===== config.mk =====
export PLATFORM = sky130hd
export DESIGN_NAME = wdt_clear_complement_decrement_exec
export DESIGN_NICKNAME = d
export VERILOG_FILES = /design/src/wdt_exec_pkg.sv /design/src/file_ram.sv /design/src/wdt_clear_complement_decrement_exec.sv
export VERILOG_INCLUDE_DIRS = /design/src
export SDC_FILE = /design/constraint.sdc
export NUM_CORES = 1
export LEC_CHECK = 0
export BUFFER_PORTS_ARGS = -buffer_cell sky130_fd_sc_hd__buf_2
export CORE_UTILIZATION = 56
export DETAILED_ROUTE_END_ITERATION = 10
export GPL_TIMING_DRIVEN = 0
export HOLD_SLACK_MARGIN = 0.08
export PLACE_DENSITY = 0.82
export SYNTH_ARGS = -nofsm -noshare
export SYNTH_HDL_FRONTEND = slang
export SYNTH_HIERARCHICAL = 1
export SYNTH_SLANG_ARGS = --single-unit
export TNS_END_PERCENT = 20

===== constraint.sdc =====
create_clock -name CLK -period 7.5 [get_ports CLK]
set_input_delay 1.5 -clock CLK [delete_from_list [all_inputs] [get_ports CLK]]
set_output_delay 1.5 -clock CLK [all_outputs]
set_load 0.05 [all_outputs]

===== src/wdt_exec_defs.svh =====
// offsets, opcode fields, reset values and widths for the exec block
`ifndef WDT_EXEC_DEFS_SVH
`define WDT_EXEC_DEFS_SVH

// ---------------------------------------------------------------
// register byte offsets on the apb side
// ---------------------------------------------------------------
`define OFS_INSTR      12'h000
`define OFS_WREG       12'h004
`define OFS_STATUS     12'h008
`define OFS_WDT        12'h00c
// file window: 0x200..0x3fc, one byte per aligned word
`define FILE_SEL       3'h1
`define FILE_SEL_HI    11
`define FILE_SEL_LO    9
`define FILE_IDX_HI    8
`define FILE_IDX_LO    2

// ---------------------------------------------------------------
// instruction encodings and fields
// ---------------------------------------------------------------
`define OP_WDT_CLR     14'h0064
`define OP_CPL_FILE    6'h09
`define OP_DEC_FILE    6'h03
`define OPC_HI         13
`define OPC_LO         8
`define DEST_BIT       7
`define FADDR_HI       6
`define FADDR_LO       0

// ---------------------------------------------------------------
// status bit positions and reset values
// ---------------------------------------------------------------
`define ST_Z           0
`define ST_PWRDN       1
`define ST_TMOUT       2
`define STATUS_RST     3'h6
`define WDT_PRE_WRAP   8'hff

`endif


===== src/wdt_exec_pkg.sv =====
// types shared by the instruction exec block
package wdt_exec_pkg;

	// ---------------------------------------------------------------
	// sequencer states and decoded operations
	// ---------------------------------------------------------------
	typedef enum logic [1:0]
	{
		S_IDLE,
		S_MEMRD,
		S_EXEC
	} state_t;

	typedef enum logic [1:0]
	{
		OP_NONE,
		OP_WCLR,
		OP_CPL,
		OP_DEC
	} op_t;

endpackage


===== src/file_ram.sv =====
// 128 x 8 file register memory with registered read data
`timescale 1ns/1ps

module file_ram
(
	// clock and reset
	input  wire logic       clk,
	input  wire logic       rst_n,
	// write port
	input  wire logic       we,
	input  wire logic [6:0] waddr,
	input  wire logic [7:0] wdata,
	// read port, data one cycle after re
	input  wire logic       re,
	input  wire logic [6:0] raddr,
	output logic      [7:0] rdata_r
);

	logic [7:0] mem [0:127];
	logic [7:0] rdata_nxt;

	// ---------------------------------------------------------------
	// read mux; data held when no read is asked
	// ---------------------------------------------------------------
	always_comb
	begin
		rdata_nxt = re ? mem[raddr] : rdata_r;
	end

	// array left unreset, like real file ram
	always_ff @(posedge clk)
	begin
		if (we)
			mem[waddr] <= wdata;
	end

	always_ff @(posedge clk or negedge rst_n)
	begin
		if (!rst_n)
			rdata_r <= 8'h00;
		else
			rdata_r <= rdata_nxt;
	end

endmodule


===== src/wdt_clear_complement_decrement_exec.sv =====
// apb-driven exec of watchdog clear, complement and decrement
//
// Decided for this implementation: the APB slave port and the address map.
`timescale 1ns/1ps
`include "wdt_exec_defs.svh"

// Summary of operation
// - The watchdog clear opcode zeroes the watchdog counter and its prescaler in one cycle.
// - The watchdog clear opcode sets the time-out and power-down flags and keeps the zero flag.
// - The complement opcode inverts the addressed file byte and sets the zero flag from it.
// - For complement, destination 0 sends the result to the accumulator, 1 back to the file.
// - The decrement opcode subtracts one, sets the zero flag, and with destination 0 writes the accumulator.
// - For decrement, destination 1 writes the result back into the addressed file byte.
module wdt_clear_complement_decrement_exec
(
	// clock and reset
	input  wire logic        CLK,
	input  wire logic        RST_N,
	// apb slave
	input  wire logic        PSEL,
	input  wire logic        PENABLE,
	input  wire logic        PWRITE,
	input  wire logic [11:0] PADDR,
	input  wire logic [31:0] PWDATA,
	output logic      [31:0] PRDATA,
	output logic             PREADY,
	output logic             PSLVERR,
	// core status and watchdog side
	output logic             WDT_CLEAR,
	output logic             TIMEOUT_FLAG_N,
	output logic             POWERDOWN_FLAG_N
);

	// ---------------------------------------------------------------
	// state
	// ---------------------------------------------------------------
	wdt_exec_pkg::state_t state_r, state_nxt;
	wdt_exec_pkg::op_t    op_r, op_nxt, op_dec;
	logic [13:0] instr_r, instr_nxt;
	logic [7:0]  w_r, w_nxt;
	logic [2:0]  status_r, status_nxt;
	logic [31:0] prdata_r, prdata_nxt;
	logic        pready_r, pready_nxt;
	logic        pslverr_r, pslverr_nxt;
	logic        wclr_r, wclr_nxt;
	logic [7:0]  wdt_cnt_r, wdt_cnt_nxt;
	logic [7:0]  wdt_pre_r, wdt_pre_nxt;
	logic [7:0]  res;
	logic        access, in_file, launch;
	// file memory ports
	logic        mem_we, mem_re;
	logic [6:0]  mem_waddr, mem_raddr;
	logic [7:0]  mem_wdata, mem_rdata;

	// ---------------------------------------------------------------
	// decode
	// ---------------------------------------------------------------
	// full match for clear; upper six bits for the file ops
	function automatic wdt_exec_pkg::op_t decode(input logic [13:0] ins);
		decode = wdt_exec_pkg::OP_NONE;
		if (ins == `OP_WDT_CLR)
			decode = wdt_exec_pkg::OP_WCLR;
		else if (ins[`OPC_HI:`OPC_LO] == `OP_CPL_FILE)
			decode = wdt_exec_pkg::OP_CPL;
		else if (ins[`OPC_HI:`OPC_LO] == `OP_DEC_FILE)
			decode = wdt_exec_pkg::OP_DEC;
	endfunction

	// access phase not yet answered
	assign access  = PSEL && PENABLE && !pready_r;
	assign in_file = PADDR[`FILE_SEL_HI:`FILE_SEL_LO] == `FILE_SEL;
	assign launch  = state_r == wdt_exec_pkg::S_IDLE && access && PWRITE
		&& PADDR == `OFS_INSTR;
	assign op_dec  = decode(PWDATA[13:0]);

	file_ram u_ram
	(
		.clk     (CLK),
		.rst_n   (RST_N),
		.we      (mem_we),
		.waddr   (mem_waddr),
		.wdata   (mem_wdata),
		.re      (mem_re),
		.raddr   (mem_raddr),
		.rdata_r (mem_rdata)
	);

	// ---------------------------------------------------------------
	// bus and exec sequencer
	// ---------------------------------------------------------------
	// file ops hold the bus one extra cycle for the ram read
	always_comb
	begin
		state_nxt   = state_r;
		op_nxt      = op_r;
		instr_nxt   = instr_r;
		w_nxt       = w_r;
		status_nxt  = status_r;
		prdata_nxt  = prdata_r;
		pready_nxt  = 1'b0;
		pslverr_nxt = 1'b0;
		wclr_nxt    = 1'b0;
		mem_we      = 1'b0;
		mem_waddr   = instr_r[`FADDR_HI:`FADDR_LO];
		mem_wdata   = 8'h00;
		mem_re      = 1'b0;
		mem_raddr   = PADDR[`FILE_IDX_HI:`FILE_IDX_LO];
		res         = 8'h00;
		case (state_r)
		wdt_exec_pkg::S_IDLE:
			if (access && in_file)
			begin
				if (PWRITE)
				begin
					mem_we     = 1'b1;
					mem_waddr  = PADDR[`FILE_IDX_HI:`FILE_IDX_LO];
					mem_wdata  = PWDATA[7:0];
					pready_nxt = 1'b1;
				end
				else
				begin
					mem_re    = 1'b1;
					state_nxt = wdt_exec_pkg::S_MEMRD;
				end
			end
			else if (access)
			begin
				pready_nxt = 1'b1;
				case (PADDR)
				`OFS_INSTR:
				begin
					prdata_nxt = {18'h00000, instr_r};
					if (PWRITE)
					begin
						instr_nxt = PWDATA[13:0];
						op_nxt    = op_dec;
						case (op_dec)
						wdt_exec_pkg::OP_WCLR:
						begin
							wclr_nxt            = 1'b1;
							status_nxt[`ST_TMOUT] = 1'b1;
							status_nxt[`ST_PWRDN] = 1'b1;
						end
						wdt_exec_pkg::OP_CPL,
						wdt_exec_pkg::OP_DEC:
						begin
							// fetch operand now, result next cycle
							mem_re     = 1'b1;
							mem_raddr  = PWDATA[`FADDR_HI:`FADDR_LO];
							pready_nxt = 1'b0;
							state_nxt  = wdt_exec_pkg::S_EXEC;
						end
						default:
							op_nxt = wdt_exec_pkg::OP_NONE;
						endcase
					end
				end
				`OFS_WREG:
				begin
					prdata_nxt = {24'h000000, w_r};
					if (PWRITE)
						w_nxt = PWDATA[7:0];
				end
				`OFS_STATUS:
				begin
					prdata_nxt = {29'h00000000, status_r};
					if (PWRITE)
						status_nxt = PWDATA[2:0];
				end
				`OFS_WDT:
					prdata_nxt = {16'h0000, wdt_pre_r, wdt_cnt_r};
				default:
				begin
					prdata_nxt  = 32'h00000000;
					pslverr_nxt = 1'b1;
				end
				endcase
			end
		wdt_exec_pkg::S_MEMRD:
		begin
			prdata_nxt = {24'h000000, mem_rdata};
			pready_nxt = 1'b1;
			state_nxt  = wdt_exec_pkg::S_IDLE;
		end
		wdt_exec_pkg::S_EXEC:
		begin
			if (op_r == wdt_exec_pkg::OP_CPL)
				res = ~mem_rdata;
			else
				res = mem_rdata - 8'h01;
			status_nxt[`ST_Z] = res == 8'h00;
			if (instr_r[`DEST_BIT])
			begin
				mem_we    = 1'b1;
				mem_wdata = res;
			end
			else
				w_nxt = res;
			pready_nxt = 1'b1;
			state_nxt  = wdt_exec_pkg::S_IDLE;
		end
		default:
			state_nxt = wdt_exec_pkg::S_IDLE;
		endcase
	end

	always_ff @(posedge CLK or negedge RST_N)
	begin
		if (!RST_N)
		begin
			state_r   <= wdt_exec_pkg::S_IDLE;
			op_r      <= wdt_exec_pkg::OP_NONE;
			instr_r   <= 14'h0000;
			w_r       <= 8'h00;
			status_r  <= `STATUS_RST;
			prdata_r  <= 32'h00000000;
			pready_r  <= 1'b0;
			pslverr_r <= 1'b0;
			wclr_r    <= 1'b0;
		end
		else
		begin
			state_r   <= state_nxt;
			op_r      <= op_nxt;
			instr_r   <= instr_nxt;
			w_r       <= w_nxt;
			status_r  <= status_nxt;
			prdata_r  <= prdata_nxt;
			pready_r  <= pready_nxt;
			pslverr_r <= pslverr_nxt;
			wclr_r    <= wclr_nxt;
		end
	end

	// ---------------------------------------------------------------
	// watchdog counter and prescaler
	// ---------------------------------------------------------------
	// free-running stand-in; time-out detection lives elsewhere
	always_comb
	begin
		wdt_pre_nxt = wclr_nxt ? 8'h00 : wdt_pre_r + 8'h01;
		wdt_cnt_nxt = wdt_cnt_r;
		if (wclr_nxt)
			wdt_cnt_nxt = 8'h00;
		else if (wdt_pre_r == `WDT_PRE_WRAP)
			wdt_cnt_nxt = wdt_cnt_r + 8'h01;
	end

	always_ff @(posedge CLK or negedge RST_N)
	begin
		if (!RST_N)
		begin
			wdt_pre_r <= 8'h00;
			wdt_cnt_r <= 8'h00;
		end
		else
		begin
			wdt_pre_r <= wdt_pre_nxt;
			wdt_cnt_r <= wdt_cnt_nxt;
		end
	end

	// ---------------------------------------------------------------
	// outputs, all straight from flops
	// ---------------------------------------------------------------
	assign PRDATA           = prdata_r;
	assign PREADY           = pready_r;
	assign PSLVERR          = pslverr_r;
	assign WDT_CLEAR        = wclr_r;
	assign TIMEOUT_FLAG_N   = status_r[`ST_TMOUT];
	assign POWERDOWN_FLAG_N = status_r[`ST_PWRDN];

	// ---------------------------------------------------------------
	// checks
	// ---------------------------------------------------------------
	property p_wclr_zero;
		@(posedge CLK) disable iff (!RST_N)
		launch && PWDATA[13:0] == `OP_WDT_CLR
		|=> wdt_cnt_r == 8'h00 && wdt_pre_r == 8'h00 && WDT_CLEAR && PREADY;
	endproperty
	a_wclr_zero: assert property (p_wclr_zero)
		else $error("watchdog clear did not zero counter");
	property p_wclr_flags;
		@(posedge CLK) disable iff (!RST_N)
		launch && PWDATA[13:0] == `OP_WDT_CLR
		|=> TIMEOUT_FLAG_N && POWERDOWN_FLAG_N
			&& status_r[`ST_Z] == $past(status_r[`ST_Z]);
	endproperty
	a_wclr_flags: assert property (p_wclr_flags)
		else $error("watchdog clear flags wrong");
	property p_cpl_zero;
		@(posedge CLK) disable iff (!RST_N)
		state_r == wdt_exec_pkg::S_EXEC && op_r == wdt_exec_pkg::OP_CPL
		|=> status_r[`ST_Z] == ($past(mem_rdata) == 8'hff);
	endproperty
	a_cpl_zero: assert property (p_cpl_zero)
		else $error("complement zero flag wrong");
	property p_cpl_dest;
		@(posedge CLK) disable iff (!RST_N)
		state_r == wdt_exec_pkg::S_EXEC && op_r == wdt_exec_pkg::OP_CPL
		|-> (instr_r[7] && mem_we && mem_wdata == ~mem_rdata)
			or (!instr_r[7] && !mem_we ##1 w_r == ~$past(mem_rdata));
	endproperty
	a_cpl_dest: assert property (p_cpl_dest)
		else $error("complement destination wrong");
	property p_dec_w;
		@(posedge CLK) disable iff (!RST_N)
		state_r == wdt_exec_pkg::S_EXEC && op_r == wdt_exec_pkg::OP_DEC
		&& !instr_r[7]
		|=> w_r == $past(mem_rdata) - 8'h01
			&& status_r[`ST_Z] == ($past(mem_rdata) == 8'h01);
	endproperty
	a_dec_w: assert property (p_dec_w)
		else $error("decrement to accumulator wrong");
	property p_dec_f;
		@(posedge CLK) disable iff (!RST_N)
		state_r == wdt_exec_pkg::S_EXEC && op_r == wdt_exec_pkg::OP_DEC
		&& instr_r[7]
		|-> mem_we && mem_wdata == mem_rdata - 8'h01
			&& mem_waddr == instr_r[6:0] ##1 $stable(w_r);
	endproperty
	a_dec_f: assert property (p_dec_f)
		else $error("decrement to file wrong");
	property p_file_addr;
		@(posedge CLK) disable iff (!RST_N)
		launch && (op_dec == wdt_exec_pkg::OP_CPL
			|| op_dec == wdt_exec_pkg::OP_DEC)
		|-> mem_re && mem_raddr == PWDATA[6:0]
			##1 state_r == wdt_exec_pkg::S_EXEC ##1 PREADY;
	endproperty
	a_file_addr: assert property (p_file_addr)
		else $error("file operand address wrong");
	property p_apb_answer;
		@(posedge CLK) disable iff (!RST_N)
		PSEL && PENABLE && !PREADY |-> ##[1:2] PREADY;
	endproperty
	a_apb_answer: assert property (p_apb_answer)
		else $error("apb answer late");

endmodule


Yosys cells after proc, flatten, opt, wreduce, memory -nomap -nowiden
Memories as Yosys holds them, arrays and structs flattened. A register that Yosys moved wholly into a read port is not among the register bits.
Index checks and enable logic that the tools add are counted.
{"block": "op_classes", "n_reduce_logical": 22, "mux": 76, "n_addsub": 3, "bitwise": 2, "eq_ne": 28}
{"operator": "$mux W8", "count": 13}
{"operator": "$mux W32", "count": 2}
{"operator": "$pmux W16 S4", "count": 1}
{"operator": "$pmux W32 S2", "count": 1}
{"operator": "$mux W7", "count": 9}
{"operator": "$pmux W8 S2", "count": 2}
{"operator": "$mux W1", "count": 30}
{"operator": "$mux W2", "count": 13}
{"operator": "$eq A12 B4 Y1 const B", "count": 2}
{"operator": "$add A8 B1 Y8 const B", "count": 2}
{"operator": "$reduce_and A5 Y1", "count": 3}
{"operator": "$eq A14 B7 Y1 const B", "count": 1}
{"operator": "$eq A12 B3 Y1 const B", "count": 1}
{"operator": "$logic_not A12 Y1", "count": 1}
{"operator": "$ne A2 B2 Y1 const B", "count": 6}
{"operator": "$eq A2 B2 Y1 const B", "count": 4}
{"operator": "$eq A8 B8 Y1 const B", "count": 1}
{"operator": "$logic_not A8 Y1", "count": 1}
{"operator": "$not A8 Y8", "count": 1}
{"operator": "$reduce_bool A2 Y1", "count": 4}
{"operator": "$sub A8 B1 Y8 const B", "count": 1}
{"operator": "$reduce_and A7 Y1", "count": 1}
{"operator": "$eq A6 B2 Y1 const B", "count": 1}
{"operator": "$eq A6 B4 Y1 const B", "count": 1}
{"operator": "other kinds (18)", "count": 29}
{"block": "totals", "ram_bits": 1024, "register_bits": 80, "n_memories": 1, "elab_cells": 144, "out_inout_bits": 37}
{"name": "u_ram.mem", "depth": 128, "width": 8, "read_ports": 1, "rd_ports_with_merged_regs": 1, "wr": 1, "line_no": "file_ram.sv:19", "rtl": "logic [7:0] mem [0:127];"}

Logic depth before layout (Yosys ltp)
{"block": "depth", "depth_word": 12, "mapped_depth": 18}

Hierarchy
The synthesis kept the hierarchy.
{"module": "file_ram", "cells_each": 2000, "area_per_inst_um2": 40492.6, "seq_area_each_um2": 30949.7, "instances": 1}
{"module": "wdt_clear_complement_decrement_exec", "cells_each": 400, "area_per_inst_um2": 3990.1, "seq_area_each_um2": 1604.0, "instances": 1}

Least setup slack after synthesis
Ideal clock, no wire load.
{"block": "synth_path", "kind": "reg2reg", "start": "register state_r[0]", "end": "memory u_ram.mem[0][0] (data pin)", "path_stages_with_launch": 6, "slack_ps": 268, "t_required_ps": 6303, "arrival_ps": 6035, "setup_time_ps": 1197, "cell_sequence": "dfrtp_1 > inv_1 > ha_1 > buf_2 > nand2_1 > o21ai_0"}
{"block": "synth_via", "elab_chain_cells": 2, "word_cells_on_any_way": 3}
{"item": "start: declaration", "line_no": "wdt_clear_complement_decrement_exec.sv:37", "rtl": "wdt_exec_pkg::state_t state_r, state_nxt;"}
{"item": "start signal: assignment", "line_no": "wdt_clear_complement_decrement_exec.sv:211", "rtl": "state_r <= wdt_exec_pkg::S_IDLE;"}
{"item": "start signal: assignment", "line_no": "wdt_clear_complement_decrement_exec.sv:223", "rtl": "state_r <= state_nxt;"}
{"item": "$eq A2 B2 Y1 or $logic_not A2 Y1 (tied branches)", "line_no": "wdt_clear_complement_decrement_exec.sv:109", "rtl": "case (state_r)"}
{"item": "$pmux W8 S2 (*)", "line_no": "wdt_clear_complement_decrement_exec.sv:109"}
{"item": "named net mem_wdata[0]", "line_no": "wdt_clear_complement_decrement_exec.sv:53", "rtl": "logic [7:0] mem_wdata, mem_rdata;"}
{"item": "end: declaration", "line_no": "file_ram.sv:19"}
Mark *: on every way through the listed nets, which the timed path passes. The rest lies on a longest branch.

Worst setup path in the final report
{"block": "layout_path", "start": "input PADDR[2]", "end": "register u_ram.rdata_r[3] (read register of u_ram.mem)"}
{"block": "layout_via", "word_cells_on_any_way": 11}
{"item": "start: declaration", "line_no": "wdt_clear_complement_decrement_exec.sv:23", "rtl": "input wire logic [11:0] PADDR,"}
{"item": "$logic_not A12 Y1", "line_no": "wdt_clear_complement_decrement_exec.sv:129", "rtl": "case (PADDR)"}
{"item": "$mux W7", "line_no": "wdt_clear_complement_decrement_exec.sv:129"}
{"item": "$mux W7", "line_no": "wdt_clear_complement_decrement_exec.sv:126", "rtl": "else if (access)"}
{"item": "$mux W7", "line_no": "wdt_clear_complement_decrement_exec.sv:111", "rtl": "if (access && in_file)"}
{"item": "$mux W7", "line_no": "wdt_clear_complement_decrement_exec.sv:109"}
{"item": "named net mem_raddr[3]", "line_no": "wdt_clear_complement_decrement_exec.sv:52", "rtl": "logic [6:0] mem_waddr, mem_raddr;"}
{"item": "end: declaration", "line_no": "file_ram.sv:16", "rtl": "output logic [7:0] rdata_r"}
The timed path passes the listed nets, and every way through them passes these cells.
A chain may end at the register's enable or synchronous reset.

==> flow_summary.toml <==
[floorplanning]
core-area_um2 = 78000
fp.dieH_um = 284
die_area_um2 = 80600
initial_utilization_pct = 57.0
pin_count = 86
rows = 102
die_x_um = 284

[synth]
ys.flop_type = "edfxtp_1"
synth_commonest_cells = "1024 x edfxtp_1, 207 x mux4_2, 191 x nor2_1, 146 x mux2i_1, 78 x clkbuf_1"
ys_ff_latch = 1096
synth_cells = 2400
synthMostInstantiatedCell = "edfxtp_1"
synthesis.area_um2 = 44500
synth_edf_count = 1024
synth_xor_area_share_pct = 0.413
synth-simple-area-share_pct = 4.55
async_flop_share_pct = 6.57
ys_seq_area_share_pct = 73.2
syn-mean-instance-area_um2 = 18.5
synth-adder-area-share_pct = 0.197
netlist_top_cells_area = "edfxtp_1 69%, mux4_2 10%, dfrtp_1 3.9%, mux2i_1 3.3%, nor2_1 1.6%"
yosys.area.top_type = "edfxtp_1"
yosysTopAreaCellShare_pct = 69.1
yosys_warnings = 6
synth_cell_types = 72
muxShareOfSynthArea_pct = 15.1
synth_compound_area_share_pct = 4.37
synth_top_family_by_area = "multiplexers"

[power]
ir_drop_mv = 0.200
p_total_w = 0.0127
p_per_area_nw_per_um2 = 256
p_leak_nw = 18.1

[global_routing]
grt.total_usage_pct = 29.0
grt_pass1_vias = 25211
grt_max_degree = 97
grt_first_pass_wirelength_um = 169000
antenna_found_initial = 3
gr-total-overflow = 0

[worst_setup_path]
reg2reg_to = "u_ram/rdata_r[3]$_DFFE_PN0P_"
crit_start = "PADDR[2]"
crit_required_ps = 8030
reg2reg_depth = 15
critPathKind = "in -> reg"
r2r_start = "PREADY$_DFF_PN0_"
r2r_setup_slack_ps = 1440
cp.arrival_ps = 7200
path_max_fanout = 10
crit_path_end = "u_ram/rdata_r[3]$_DFFE_PN0P_"
cp-start-kind = "primary input"
critPathCaptureType = "flip-flop"

[place]
hpwl_um = 75000
io_buffers = 50
gp_congestion = 0.999
post-place-ws_ps = 592

[route]
antenna_left = 0
drt_wl_total_um = 116000
via_count = 25561
avgViaCountPerCell = 6.92
wire_per_inst_um = 31.4
first_iter_violations = 4288
dr.pass1.iters = 8
drc = 0

[sta]
slew_headroom_pct = 8.47
setup_ws_ps = 835
worst_slew_pin_slew_ps = 1360
fin_crit_sh_pct = 88.9
finalSetupViolations = 0
rsz0062_at_grt = "no"
final_max_slew_viol_count = 0
finalHoldViolations = 0
finalClockSkew_ps = 45.4
max_freq_mhz = 150
min_period_ps = 6670

[cts]
cts_root_buffer = "clkbuf_16"
cts.sinks = 1096
cts_resized = 0
cts_tree = "yes"
clkTransAtPathRegs_ps = 60
cts_setup_buffers = 0
tritoncts.num_buffers = 101
cts_hold_buf = 0
clock_latency_ps = 690
h-tree-depth = 3
clk_path_buf_depth = 3

[layout]
post-route-util_pct = 63.7
nNetsFinal = 2636
syn_to_final_growth_pct = 11.6
fill_cells = 4927
antenna_cells = 0
final_layout_size_suffix_gt1_share_pct = 21.4

[run]
drv_cap = 0

[outcome]
outcome = "complete, no violations"

[min_path]
hold_class = "reg -> reg"
[cell usage in the layout (no fill, tap or decap), types with 21 or more instances in the layout]
master	instances
nand3_1	50
clkbuf_1	98
nor3_1	25
o22ai_1	61
o221ai_1	31
buf_4	30
buf_2	69
nand2_1	64
edfxtp_1	1024
and2_1	34
a211oi_1	22
o21ai_0	22
a21oi_1	37
nor2_1	191
clkbuf_16	102
mux2i_1	146
buf_6	21
mux2_2	48
dfrtp_1	70
mux4_2	207
[worst min-delay path by stage]
stage               slack [ps]  cells past startpoint                 from             endpoint
floorplan                  440                      1  op_r[1]$_DFFE_PN0P_  op_r[1]$_DFFE_PN0P_
global placement           450                      1  op_r[1]$_DFFE_PN0P_  op_r[1]$_DFFE_PN0P_
detailed placement         470                      1  op_r[1]$_DFFE_PN0P_  op_r[1]$_DFFE_PN0P_
CTS                        480                      1  op_r[1]$_DFFE_PN0P_  op_r[1]$_DFFE_PN0P_
global route               500                      1  op_r[1]$_DFFE_PN0P_  op_r[1]$_DFFE_PN0P_
finish                     480                      1  op_r[1]$_DFFE_PN0P_  op_r[1]$_DFFE_PN0P_
[metrics by stage]
step | setup TNS (ps) | std cells | instance area, um2 | hold slack (ps)
finish | 0 | 3693 | 49700 | 477
global route | 0 | 3693 | 49700 | 495
CTS | 0 | 3692 | 49600 | 480
detailed placement | 0 | 3516 | 46500 | 466
global placement | -747460 | 3505 | 46100 | 454
floorplan | 0 | 2415 | 44500 | 442
[cell families after synthesis]
logic type                 after synthesis
DFF                                   1096
and+or+nand+nor                        428
xor gates and xnor gates                21
other                                    1
muxes                                  403
AOI/OAI and AO/OA                      273
buffers and inverters                  171
adders and majority gates                7
[report_power, final]
group | internal (W) | switching [W] | leakage, nW
Combinational | 0.000314 | 0.000675 | 4.49
Sequential | 0.00668 | 0.0000904 | 12.0
Clock | 0.00276 | 0.00221 | 1.52
Total | 0.00975 | 0.00297 | 18.1
[layout make-up]
cell class                      instances  area [um2]  share of cell area (%)
Clock inverter                         52         518                    1.04
Clock buffer                          124        2660                    5.35
Sequential cell                      1096       32600                    65.6
Buffer                                155         927                    1.87
Multi-Input combinational cell       1148       11100                    22.3
Inverter                               16        60.1                   0.121
Tap cell                             1040        1300                    2.62
Timing Repair Buffer                   62         546                    1.10
[critical path, stage by stage]
cell	delay (ps)
clkbuf_1	190
nor2_1	400
and4_1	340
nand3_1	150
nor2_1	570
a21o_1	270
buf_2	320
buf_4	300
clkbuf_1	930
clkbuf_1	620
o221ai_1	420
o22ai_1	460
a32oi_1	390
o22ai_1	220
nor3_1	70
[routing by layer]
metal / vias to the layer above / part of all wire, % / GRT usage [%] / wire length (um)
met5: - / 0 / 0.119 / 0
met4: 0 / 6.5 / 16.6 / 7590
met3: 447 / 13 / 7.26 / 15300
met2: 2237 / 46 / 44.8 / 53600
met1: 12811 / 34 / 37.7 / 39500
li1: 10066 / - / - / -
[sequential cells by signal, summed over array words and instances, names as in the netlist]
register / cells
wdt_pre_r: 8
WDT_CLEAR: 1
PRDATA: 16
instr_r: 14
PSLVERR: 1
wdt_cnt_r: 8
state_r: 2
status_r: 3
w_r: 8
op_r: 2
PREADY: 1
u_ram/mem: 1024
u_ram/rdata_r: 8
(Power assumes the default switching activity.)
